**src/hw/afs_regs.vh**
```
`ifndef AFS_REGS_VH
`define AFS_REGS_VH
// Functional notes
// RULE_01 - the set-carry word forces carry to one in one cycle and changes nothing else.
// RULE_02 - the set-zero word forces zero to one in one cycle and changes nothing else.
// RULE_03 - subtract-working-from-register stores register minus working back into the register in one cycle and updates carry, digit carry and zero.
// RULE_04 - after a subtraction carry is cleared on underflow and set when there was none.
// RULE_05 - after a subtraction digit carry is cleared on a low-nibble borrow and set otherwise.
// RULE_06 - after a subtraction zero is set for a zero eight-bit result and cleared otherwise.
// RULE_07 - with the carry-extend option on, the current carry is added into the subtraction result as an inverted borrow.
// RULE_08 - bit-conditional subtract is a bit-test skip then a decrement, and zero changes only when the decrement runs.
// RULE_09 - the nibble-swap word exchanges the two nibbles of the addressed register in one cycle with no flag change.
// RULE_10 - skip-on-zero skips the next word when zero is one, taking two cycles when skipping and one otherwise.
// RULE_11 - a skip discards exactly one following word even inside a multi-word sequence.
// RULE_12 - test on a register or on working sets zero for a zero operand and clears it otherwise, leaving the operand.
// RULE_13 - exclusive OR runs in one cycle as register^working into register, into working, and working^literal into working.
// RULE_14 - after exclusive OR zero follows the result and carry and digit carry stay.
// RULE_15 - f bits form the five-bit register address, k bits the eight-bit literal and b bits the bit index.

// full instruction words
`define AFS_W_SET_CARRY 12'h503
`define AFS_W_SET_ZERO 12'h543
`define AFS_W_SKIP_ZERO 12'h743
`define AFS_W_TEST_W 12'hD00
// seven-bit opcode prefixes of register forms (bits 11..5)
`define AFS_P_SUB 7'h05
`define AFS_P_DEC 7'h07
`define AFS_P_SWAP 7'h1D
`define AFS_P_TEST 7'h11
`define AFS_P_XOR_F 7'h0D
`define AFS_P_XOR_W 7'h0C
// four-bit prefixes of bit and literal forms (bits 11..8)
`define AFS_P_SKIP_CLR 4'h6
`define AFS_P_SKIP_SET 4'h7
`define AFS_P_XOR_LIT 4'hF
// field positions
`define AFS_F_ADDR_HI 4
`define AFS_F_BIT_LO 5
`define AFS_F_LIT_HI 7
// reset values
`define AFS_RST_W 8'h00
`define AFS_RST_FLAGS 1'b0
`endif

```
**src/hw/afs_regfile.v**
```verilog
`timescale 1ns/1ps
// file register array with one combinational read and one write port
module afs_regfile #(
    parameter AW = 5,
    parameter DEPTH = 32
) (
    // clock
    input wire clk,
    // read port
    input wire [AW-1:0] rd_addr,
    output wire [7:0] rd_data,
    // write port
    input wire wr_en,
    input wire [AW-1:0] wr_addr,
    input wire [7:0] wr_data
);
    reg [7:0] mem [0:DEPTH-1];

    // contents are undefined until written; software owns initialisation
    always @(posedge clk) begin
        if (wr_en) begin
            mem[wr_addr] <= wr_data;
        end
    end

    assign rd_data = mem[rd_addr];
endmodule

```
**src/hw/afs_core.v**
```verilog
// The register offsets and the plain strobed port are this design's own decisions.
`timescale 1ns/1ps
`include "afs_regs.vh"
// executes one instruction word per cycle from program memory
module afs_core #(
    parameter AW = 5
) (
    // clock and reset
    input wire clk,
    input wire nrst,
    // instruction stream
    input wire instr_valid,
    input wire [11:0] instr_word,
    // configuration
    input wire carry_extend_option,
    // register debug port
    input wire [AW-1:0] dbg_addr,
    input wire [7:0] dbg_wdata,
    input wire dbg_wr,
    input wire dbg_rd,
    output reg [7:0] dbg_rdata,
    // state
    output reg carry_flag,
    output reg digit_carry_flag,
    output reg zero_flag,
    output reg [7:0] w_out,
    output reg skip_pending,
    output reg instr_done
);
    reg rst_s1_reg;
    reg rst_s2_reg;
    reg [7:0] w_reg;
    reg skip_reg;
    reg [7:0] w_next;
    reg carry_next;
    reg digit_carry_next;
    reg zero_next;
    reg skip_next;
    reg rf_we;
    reg [7:0] rf_wd;
    reg [AW-1:0] rf_wa;
    reg exec_en;
    wire [AW-1:0] file_addr;
    wire [2:0] bit_idx;
    wire [7:0] lit;
    wire [7:0] file_register_operand;
    wire [6:0] op7;
    wire [3:0] op4;
    wire rst_n;
    reg [8:0] diff;
    reg [4:0] ndiff;
    reg [7:0] res;

    // zero test used by many forms
    function is_zero;
        input [7:0] v;
        begin
            is_zero = (v == 8'h00);
        end
    endfunction

    // two-stage reset release so deassertion is clean
    always @(posedge clk or negedge nrst) begin
        if (!nrst) begin
            rst_s1_reg <= 1'b0;
            rst_s2_reg <= 1'b0;
        end else begin
            rst_s1_reg <= 1'b1;
            rst_s2_reg <= rst_s1_reg;
        end
    end
    assign rst_n = rst_s2_reg;

    // field extraction
    assign file_addr = instr_word[`AFS_F_ADDR_HI:0]; // RULE_15
    assign bit_idx = instr_word[`AFS_F_BIT_LO+2:`AFS_F_BIT_LO]; // RULE_15
    assign lit = instr_word[`AFS_F_LIT_HI:0]; // RULE_15
    assign op7 = instr_word[11:5];
    assign op4 = instr_word[11:8];

    // debug writes share the port when no instruction writes
    wire [AW-1:0] rd_sel = file_addr;
    wire rfile_we = rf_we | (dbg_wr & ~rf_we);
    wire [AW-1:0] rfile_wa = rf_we ? rf_wa : dbg_addr;
    wire [7:0] rfile_wd = rf_we ? rf_wd : dbg_wdata;
    wire [7:0] dbg_view;

    afs_regfile #(.AW(AW), .DEPTH(1 << AW)) u_rf (
        .clk(clk),
        .rd_addr(rd_sel),
        .rd_data(file_register_operand),
        .wr_en(rfile_we),
        .wr_addr(rfile_wa),
        .wr_data(rfile_wd)
    );

    // second read view for the debug port, from a mirror array given the same writes
    afs_regfile #(.AW(AW), .DEPTH(1 << AW)) u_rf_shadow (
        .clk(clk),
        .rd_addr(dbg_addr),
        .rd_data(dbg_view),
        .wr_en(rfile_we),
        .wr_addr(rfile_wa),
        .wr_data(rfile_wd)
    );

    // decode and execute; a skipped word is consumed with no effect
    always @* begin
        w_next = w_reg;
        carry_next = carry_flag;
        digit_carry_next = digit_carry_flag;
        zero_next = zero_flag;
        skip_next = skip_reg;
        rf_we = 1'b0;
        rf_wa = file_addr;
        rf_wd = file_register_operand;
        exec_en = instr_valid & ~skip_reg;
        diff = 9'h000;
        ndiff = 5'h00;
        res = 8'h00;
        if (instr_valid && skip_reg) begin
            skip_next = 1'b0; // RULE_11
        end
        // full-word forms first: skip-on-zero shares the bit-set-skip prefix
        if (exec_en) begin
            if (instr_word == `AFS_W_SET_CARRY) begin
                carry_next = 1'b1; // RULE_01
            end else if (instr_word == `AFS_W_SET_ZERO) begin
                zero_next = 1'b1; // RULE_02
            end else if (instr_word == `AFS_W_SKIP_ZERO) begin
                skip_next = zero_flag; // RULE_10
            end else if (instr_word == `AFS_W_TEST_W) begin
                zero_next = is_zero(w_reg); // RULE_12
            end else if (op7 == `AFS_P_SUB) begin
                // carry-extend turns carry into an inverted borrow in
                diff = {1'b0, file_register_operand} - {1'b0, w_reg}
                    - {8'h00, (carry_extend_option & ~carry_flag)}; // RULE_07
                ndiff = {1'b0, file_register_operand[3:0]} - {1'b0, w_reg[3:0]}
                    - {4'h0, (carry_extend_option & ~carry_flag)};
                res = diff[7:0];
                rf_we = 1'b1; // RULE_03
                rf_wd = res;
                carry_next = ~diff[8]; // RULE_04
                digit_carry_next = ~ndiff[4]; // RULE_05
                zero_next = is_zero(res); // RULE_06
            end else if (op7 == `AFS_P_DEC) begin
                res = file_register_operand - 8'h01;
                rf_we = 1'b1;
                rf_wd = res;
                zero_next = is_zero(res); // RULE_08
            end else if (op4 == `AFS_P_SKIP_CLR) begin
                skip_next = ~file_register_operand[bit_idx]; // RULE_08
            end else if (op4 == `AFS_P_SKIP_SET) begin
                skip_next = file_register_operand[bit_idx]; // RULE_08
            end else if (op7 == `AFS_P_SWAP) begin
                rf_we = 1'b1;
                rf_wd = {file_register_operand[3:0], file_register_operand[7:4]}; // RULE_09
            end else if (op7 == `AFS_P_TEST) begin
                zero_next = is_zero(file_register_operand); // RULE_12
            end else if (op7 == `AFS_P_XOR_F) begin
                res = file_register_operand ^ w_reg;
                rf_we = 1'b1; // RULE_13
                rf_wd = res;
                zero_next = is_zero(res); // RULE_14
            end else if (op7 == `AFS_P_XOR_W) begin
                res = file_register_operand ^ w_reg;
                w_next = res; // RULE_13
                zero_next = is_zero(res); // RULE_14
            end else if (op4 == `AFS_P_XOR_LIT) begin
                res = lit ^ w_reg;
                w_next = res; // RULE_13
                zero_next = is_zero(res); // RULE_14
            end
        end
    end

    // architectural state; unknown words retire as no-ops
    always @(posedge clk or negedge rst_n) begin
        if (!rst_n) begin
            w_reg <= `AFS_RST_W;
            carry_flag <= `AFS_RST_FLAGS;
            digit_carry_flag <= `AFS_RST_FLAGS;
            zero_flag <= `AFS_RST_FLAGS;
            skip_reg <= 1'b0;
            w_out <= `AFS_RST_W;
            skip_pending <= 1'b0;
            instr_done <= 1'b0;
            dbg_rdata <= 8'h00;
        end else begin
            w_reg <= w_next;
            carry_flag <= carry_next;
            digit_carry_flag <= digit_carry_next;
            zero_flag <= zero_next;
            skip_reg <= skip_next;
            w_out <= w_next;
            skip_pending <= skip_next;
            instr_done <= instr_valid;
            if (dbg_rd) begin
                dbg_rdata <= dbg_view;
            end
        end
    end
endmodule

```
**config.mk**
```make
export PLATFORM = sky130hd
export DESIGN_NAME = afs_core
export DESIGN_NICKNAME = d
export VERILOG_FILES = /design/src/hw/afs_regfile.v /design/src/hw/afs_core.v
export VERILOG_INCLUDE_DIRS = /design/src /design/src/hw
export SDC_FILE = /design/constraint.sdc
export NUM_CORES = 1
export LEC_CHECK = 0
export BUFFER_PORTS_ARGS = -buffer_cell sky130_fd_sc_hd__buf_4
export CAP_MARGIN = 10
export CORE_ASPECT_RATIO = 1.25
export CORE_MARGIN = 4
export CORE_UTILIZATION = 50
export CTS_CLUSTER_SIZE = 16
export DETAILED_ROUTE_END_ITERATION = 8
export PLACE_DENSITY_LB_ADDON = 0.25
export SYNTH_ARGS = -nofsm -noshare
export SYNTH_HDL_FRONTEND = slang
export SYNTH_HIERARCHICAL = 1
export SYNTH_SLANG_ARGS = --single-unit
```
**constraint.sdc**
```tcl
create_clock -name clk -period 1.9 [get_ports clk]
set_input_delay 0.38 -clock clk [delete_from_list [all_inputs] [get_ports clk]]
set_output_delay 0.38 -clock clk [all_outputs]
set_load 0.005 [all_outputs]
```
Yosys cells after proc, flatten, opt, wreduce, memory -nomap -nowiden
Memories as Yosys holds them, arrays and structs flattened. A register that Yosys moved wholly into a read port is not among the register bits.
Cells that the tools add are included.

operators by class
  reductions and logical operators = 15
  magnitude comparators = 1
  $add $sub $neg = 5
  multiplexer cells = 59
  equality and inequality tests = 20
  bitwise gates (word level) = 23

operators with widths
  kind                                                                     count
  8-bit two-way mux                                                        15
  8-bit logical NOT                                                        6
  1-bit two-way mux                                                        42
  12-bit by 11-bit equality test with 1-bit output, second input constant  3
  1-bit inverter                                                           17
  8-bit bitwise XOR                                                        2
  5-bit != test, second input constant                                     3
  7-bit by 3-bit equality test with 1-bit output, second input constant    2
  7-bit by 4-bit equality test with 1-bit output, second input constant    2
  7-bit by 5-bit equality test with 1-bit output, second input constant    2
  13-bit AND reduction                                                     1
  12-bit equality test, second input constant                              1
  8-bit by 8-bit subtractor with 9-bit output                              1
  9-bit by 1-bit subtractor with 9-bit output                              1
  4-bit by 3-bit equality test with 1-bit output, second input constant    2
  2-bit != test, second input constant                                     4
  8-bit nonzero test                                                       1
  8-bit by 1-bit subtractor with 8-bit output, second input constant       1
  7-bit AND reduction                                                      1
  6-bit AND reduction                                                      1
  5-bit two-way mux                                                        1
  5-bit AND reduction                                                      1
  4-bit by 4-bit subtractor with 5-bit output                              1
  5-bit by 1-bit subtractor with 5-bit output                              1
  8 further kinds                                                          11

storage, ports and cells
  word-level logic and storage cells = 133
  RAM bits = 512
  memories = 2
  register bits = 15

memory list
  name             words  bits a word  read ports  clocked after memory_dff  write ports  line              RTL
  u_rf.mem         32     8            1           0                         1            afs_regfile.v:17  reg [7:0] mem [0:DEPTH-1];
  u_rf_shadow.mem  32     8            1           1                         1            afs_regfile.v:17

Depth between registers and ports, before layout
  depth after elaboration = 18
  gate-level depth with buffers = 16

By module
Netlist, hierarchy kept.

by module, submodules not included
  module       seq. area each (um2)  area an instance (um2)  cells each  times used
  afs_regfile  7,687.4               9,893.2                 409         2
  afs_core     575.6                 2,732.6                 332         1

Worst setup path after synthesis
OpenSTA, ideal clock, no wires.

  kind = input to register
  start = input instr_word[2]
  end = memory u_rf.mem[0][7], data pin
  path buffers = 3
  path slack = -4,075 ps
  data arrival time = 5,427 ps
  stages on the path = 16
  cell sequence = clkbuf_1 > clkbuf_1 > mux4_2 > mux4_2 > mux2_2 > clkbuf_1 > inv_1 > ha_1 > inv_1 > ha_1 > o21a_1 > o2bb2ai_2 > nand4_1 > o311a_2 > a21o_1 > a21oi_1

RTL lines
  what                                                                                                 line              RTL
  from (decl)                                                                                          afs_core.v:13     input wire [11:0] instr_word,
  memory 32 x 8 bit *                                                                                  -
  net file_register_operand[3]                                                                         afs_core.v:46     wire [7:0] file_register_operand;
  parallel branches: the longest is 4 deep, another holds 8-bit by 8-bit subtractor with 9-bit output  -
  8-bit two-way mux *                                                                                  afs_core.v:134    end else if (op7 == `AFS_P_SUB) begin
  8-bit two-way mux *                                                                                  afs_core.v:132    end else if (instr_word == `AFS_W_TEST_W) begin
  8-bit two-way mux *                                                                                  afs_core.v:130    end else if (instr_word == `AFS_W_SKIP_ZERO) begin
  8-bit two-way mux *                                                                                  afs_core.v:128    end else if (instr_word == `AFS_W_SET_ZERO) begin
  8-bit two-way mux *                                                                                  afs_core.v:126    if (instr_word == `AFS_W_SET_CARRY) begin
  8-bit two-way mux *                                                                                  afs_core.v:125    if (exec_en) begin
  8-bit two-way mux *                                                                                  afs_core.v:85     wire [7:0] rfile_wd = rf_we ? rf_wd : dbg_wdata;
  net rfile_wd[7]                                                                                      afs_core.v:85
  to (decl)                                                                                            afs_regfile.v:17

Mark *: on every way through the listed nets, which the timed path passes.

Worst setup path after layout
  start = memory u_rf.mem[21][0]
  end = register zero_flag

between the ends
  cells in the longest elaborated chain, start to end = 14

ends and longest elaborated chain
  what                                                                                                 line            RTL
  memory 32 x 8 bit *                                                                                  -
  net file_register_operand[0]                                                                         afs_core.v:46
  parallel branches: the longest is 9 deep, another holds 8-bit by 8-bit subtractor with 9-bit output  -
  1-bit two-way mux *                                                                                  afs_core.v:134
  1-bit two-way mux *                                                                                  afs_core.v:132
  1-bit two-way mux *                                                                                  afs_core.v:130
  1-bit two-way mux *                                                                                  afs_core.v:128
  to (signal assigned)                                                                                 afs_core.v:183  zero_flag <= `AFS_RST_FLAGS;
  to (signal assigned)                                                                                 afs_core.v:193  zero_flag <= zero_next;
  to (decl)                                                                                            afs_core.v:25   output reg zero_flag,

Mark *: on every way through the listed nets, which the timed path passes. The select of a mux whose other input is x is not followed.
A chain may end at the register's enable or synchronous reset.

==> impl_results.md <==
* Status: finished with violations
* Failing checks: setup timing
* Core footprint at 0.0443 sq mm
* Largest net degree at the start of global routing at 57
* RSZ-0062 raised after global routing: yes
* Type of the tightest min-delay check: input pin to asynchronous set/reset pin
* # diodes at 0
* Final hold violations at 0
* Period minus WS final at 4.14 ns
* Combinational power share at 18.7%
* DP HPWL at 37.6 mm
* Leak at 10.2 nW
* VDD IR-drop max at 0.680 mV
* Total grt overflow at 0
* Post-Syn Nets at 1,200
* Switching share of power at 24.7%
* Placed Cells at 1,958
* Die Span X at 198 um
* Max Fclk at 242 MHz
* Setup TNS at -1610.45 ns
* Io pins at 52
* Post-synthesis cell type count at 72
* Slew margin rel. at 38.4%
* Port bufs at 51
* H-tree levels at 2
* Final layout net count at 1,574
* DRC at 0
* Clk_skew at 0.0330 ns
* DR iter-0 viols at 1,213
* Initial antenna violation count at 0
* TritonCTS clock tree: built
* CTS root buf: clkbuf_16
* Final non-filler cell total at 2,136
* Cell area after layout at 0.0299 sq mm
* Flops & latches, synth at 535
* FP Rows at 86
* Clock buffer depth at 3
* Crit path launch type: flop
* Seq pwr share at 46.7%
* Die ar. at 0.0485 sq mm
* Mapped cell area at 0.0225 sq mm
* Post-Syn Instances at 1,150
* Synthesis Warnings at 6
* Initial core utilization at 50.8%
* Synth area leader: edfxtp_1
* Placer Congestion at 0.902
* Commonest cells after routing, fill and taps aside: edfxtp_1 (512), buf_4 (238), mux4_2 (162), buf_12 (90), clkbuf_16 (73)
* WS Path Type: flop to flop
* PD cells at 950 mW/mm^2
* Total CTS buffers at 50
* # clock sinks at 535
* Sw Pwr at 7.01 mW
* Via Count at 13,056
* Vias in the first global route at 12,968
* FFs w/ async S/R, synth at 4.30%
* Maximum net fanout on the critical path at 2
* Required @ worst endpoint at 2.41 ns
* WP data arrival at 4.64 ns
* Syn Area/Cell at 19.6 sq um
* DRT Pass-1 Iters at 5
* Max-cap check violation count at 0
* Final setup vio count at 1,044
* Register area share after synthesis at 70.8%
* GRT Total Usage at 23.6%
* Commonest non-fill, non-tap cell in the layout: edfxtp_1
* Worst-path clk slew at 0.07 ns
* Ys flop type: edfxtp_1
* Post-DR vias/cell at 6.11
* Post-synth top area share at 68.3%
* Wirelength, routed at 63.0 mm
* Post-synth EDFFs at 512
* CP endpoint kind: flop
* Largest registers: u_rf/mem (256), u_rf_shadow/mem (256)
* Worst Tran Pin Value at 0.921 ns
* Total power at 28.4 mW
* Wire per inst at 29.5 um
* Crit share post-route at 218%
* Share of cells above drive strength 1 at 48.8%
* Placed instance area at 0.0265 sq mm
* Top cells by area, synth: edfxtp_1 (68%), mux4_2 (16%), dfrtp_1 (2.6%)
* First-pass GRT wire length at 84.8 mm
* Fill cell count at 2,798
* Clock latency on the worst-skew pair at 0.59 ns
* Setup ws final at -2.24 ns
* Clk pwr share at 34.6%
* Die Y at 245 um
* Post-route ant nets at 0
* Int Pwr at 21.4 mW
* Area grow syn2layout at 32.6%
* Final Max Slew Viols at 0
[per-stage QoR]
step / hold WS [ns] / util [%] / worst slack (ns)
after global routing: 0.102 / 67.4 / -2.31
after CTS: 0.0793 / 63.8 / -2.21
after global placement: 0.162 / 59.8 / -2.74
after detailed placement: 0.166 / 59.8 / -2.83
after floorplan: 0.0844 / - / -2.60
final: 0.114 / 67.4 / -2.24
[worst paths after layout]
path | endpoint | start | slack (ns) | depth (start not counted)
worst max register to register | zero_flag$_DFFE_PN0P_ | u_rf/mem[21][0]$_DFFE_PP_ | -2.24 | 10
min in group clk | dbg_rdata[6]$_DFFE_PN0P_ | dbg_rd | 0.15 | 2
worst max-delay path | zero_flag$_DFFE_PN0P_ | u_rf/mem[21][0]$_DFFE_PP_ | -2.24 | 10
worst min register to register | w_reg[3]$_DFFE_PN0P_ | rst_n$_DFF_PN0_ | 0.25 | 1
max in group asynchronous | dbg_rdata[3]$_DFFE_PN0P_ | rst_n$_DFF_PN0_ | 1.37 | 1
worst min-delay path | rst_n$_DFF_PN0_ | nrst | 0.11 | 2
[cell usage after synthesis, types with 10 or more instances]
master and count:
edfxtp_1 512, xnor2_1 23, a21oi_1 17, dfrtp_1 23
o21ai_0 13, mux4_2 162, nand3b_1 12, buf_4 13
mux2_2 25, nor2_1 91, buf_1 10, clkbuf_1 26
nand2_1 29, ha_1 17, inv_1 27
[timing repair]
| item | in CTS | in global routing |
|---|---|---|
| setup endpoints to repair | 1044 | 1044 |
| pin swaps | 2 | 20 |
| endpoints found under the hold margin | 3 | 0 |
| cloned | 7 | 36 |
| buffers inserted | 2 | 42 |
| hold buffers | 2 | 0 |
| gates resized for setup | 13 | 97 |
[critical path: stages, from the launching register on]
cell      delay [ns]
edfxtp_1        0.37
mux4_2          0.47
mux4_2          0.50
mux2_4          0.32
fa_2            0.57
ha_4            0.21
xnor2_2         0.15
or3b_2          0.48
or4_1           0.41
or4b_4          0.50
o211ai_1        0.09
[final cells by class]
class / instances / area [sq um] / area share [%]
inverter: 28 / 105 / 0.352
clock inverter: 32 / 292 / 0.976
multi-input combinational: 537 / 7090 / 23.8
sequential: 535 / 16000 / 53.4
clock buffer: 60 / 1310 / 4.39
timing repair buffer: 372 / 4400 / 14.7
tap: 572 / 716 / 2.40
[metal layers]
metal	part of all wire [%]	wire, um	vias to the layer above	track usage (%)
li1	-	-	5502	-
met1	38	23700	6867	31.8
met2	52	32900	579	41.1
met3	6.7	4240	108	3.39
met4	3.4	2130	0	5.49
met5	0	0	-	0
[power by group through the flow]
stage               Sequential, mW  Combinational [mW]  Clock (mW)
floorplan                     13.5                2.45           0
global route                  13.3                5.61        10.5
detailed placement            13.5                4.51           0
finish                        13.3                5.30        9.81
global placement              13.5                4.48           0
CTS                           13.3                4.63        9.93
[logic make-up after synthesis]
group	share of synthesized area [%]
multiplexers	17.9
AO/OA/AOI/OAI	2.52
flip-flops	70.8
XOR/XNOR	1.01
AND/OR/NAND/NOR	4.81
buffers and inverters	1.76
other	0.0167
adder cells (fa/ha/maj)	1.12
(Power assumes the default switching activity.)
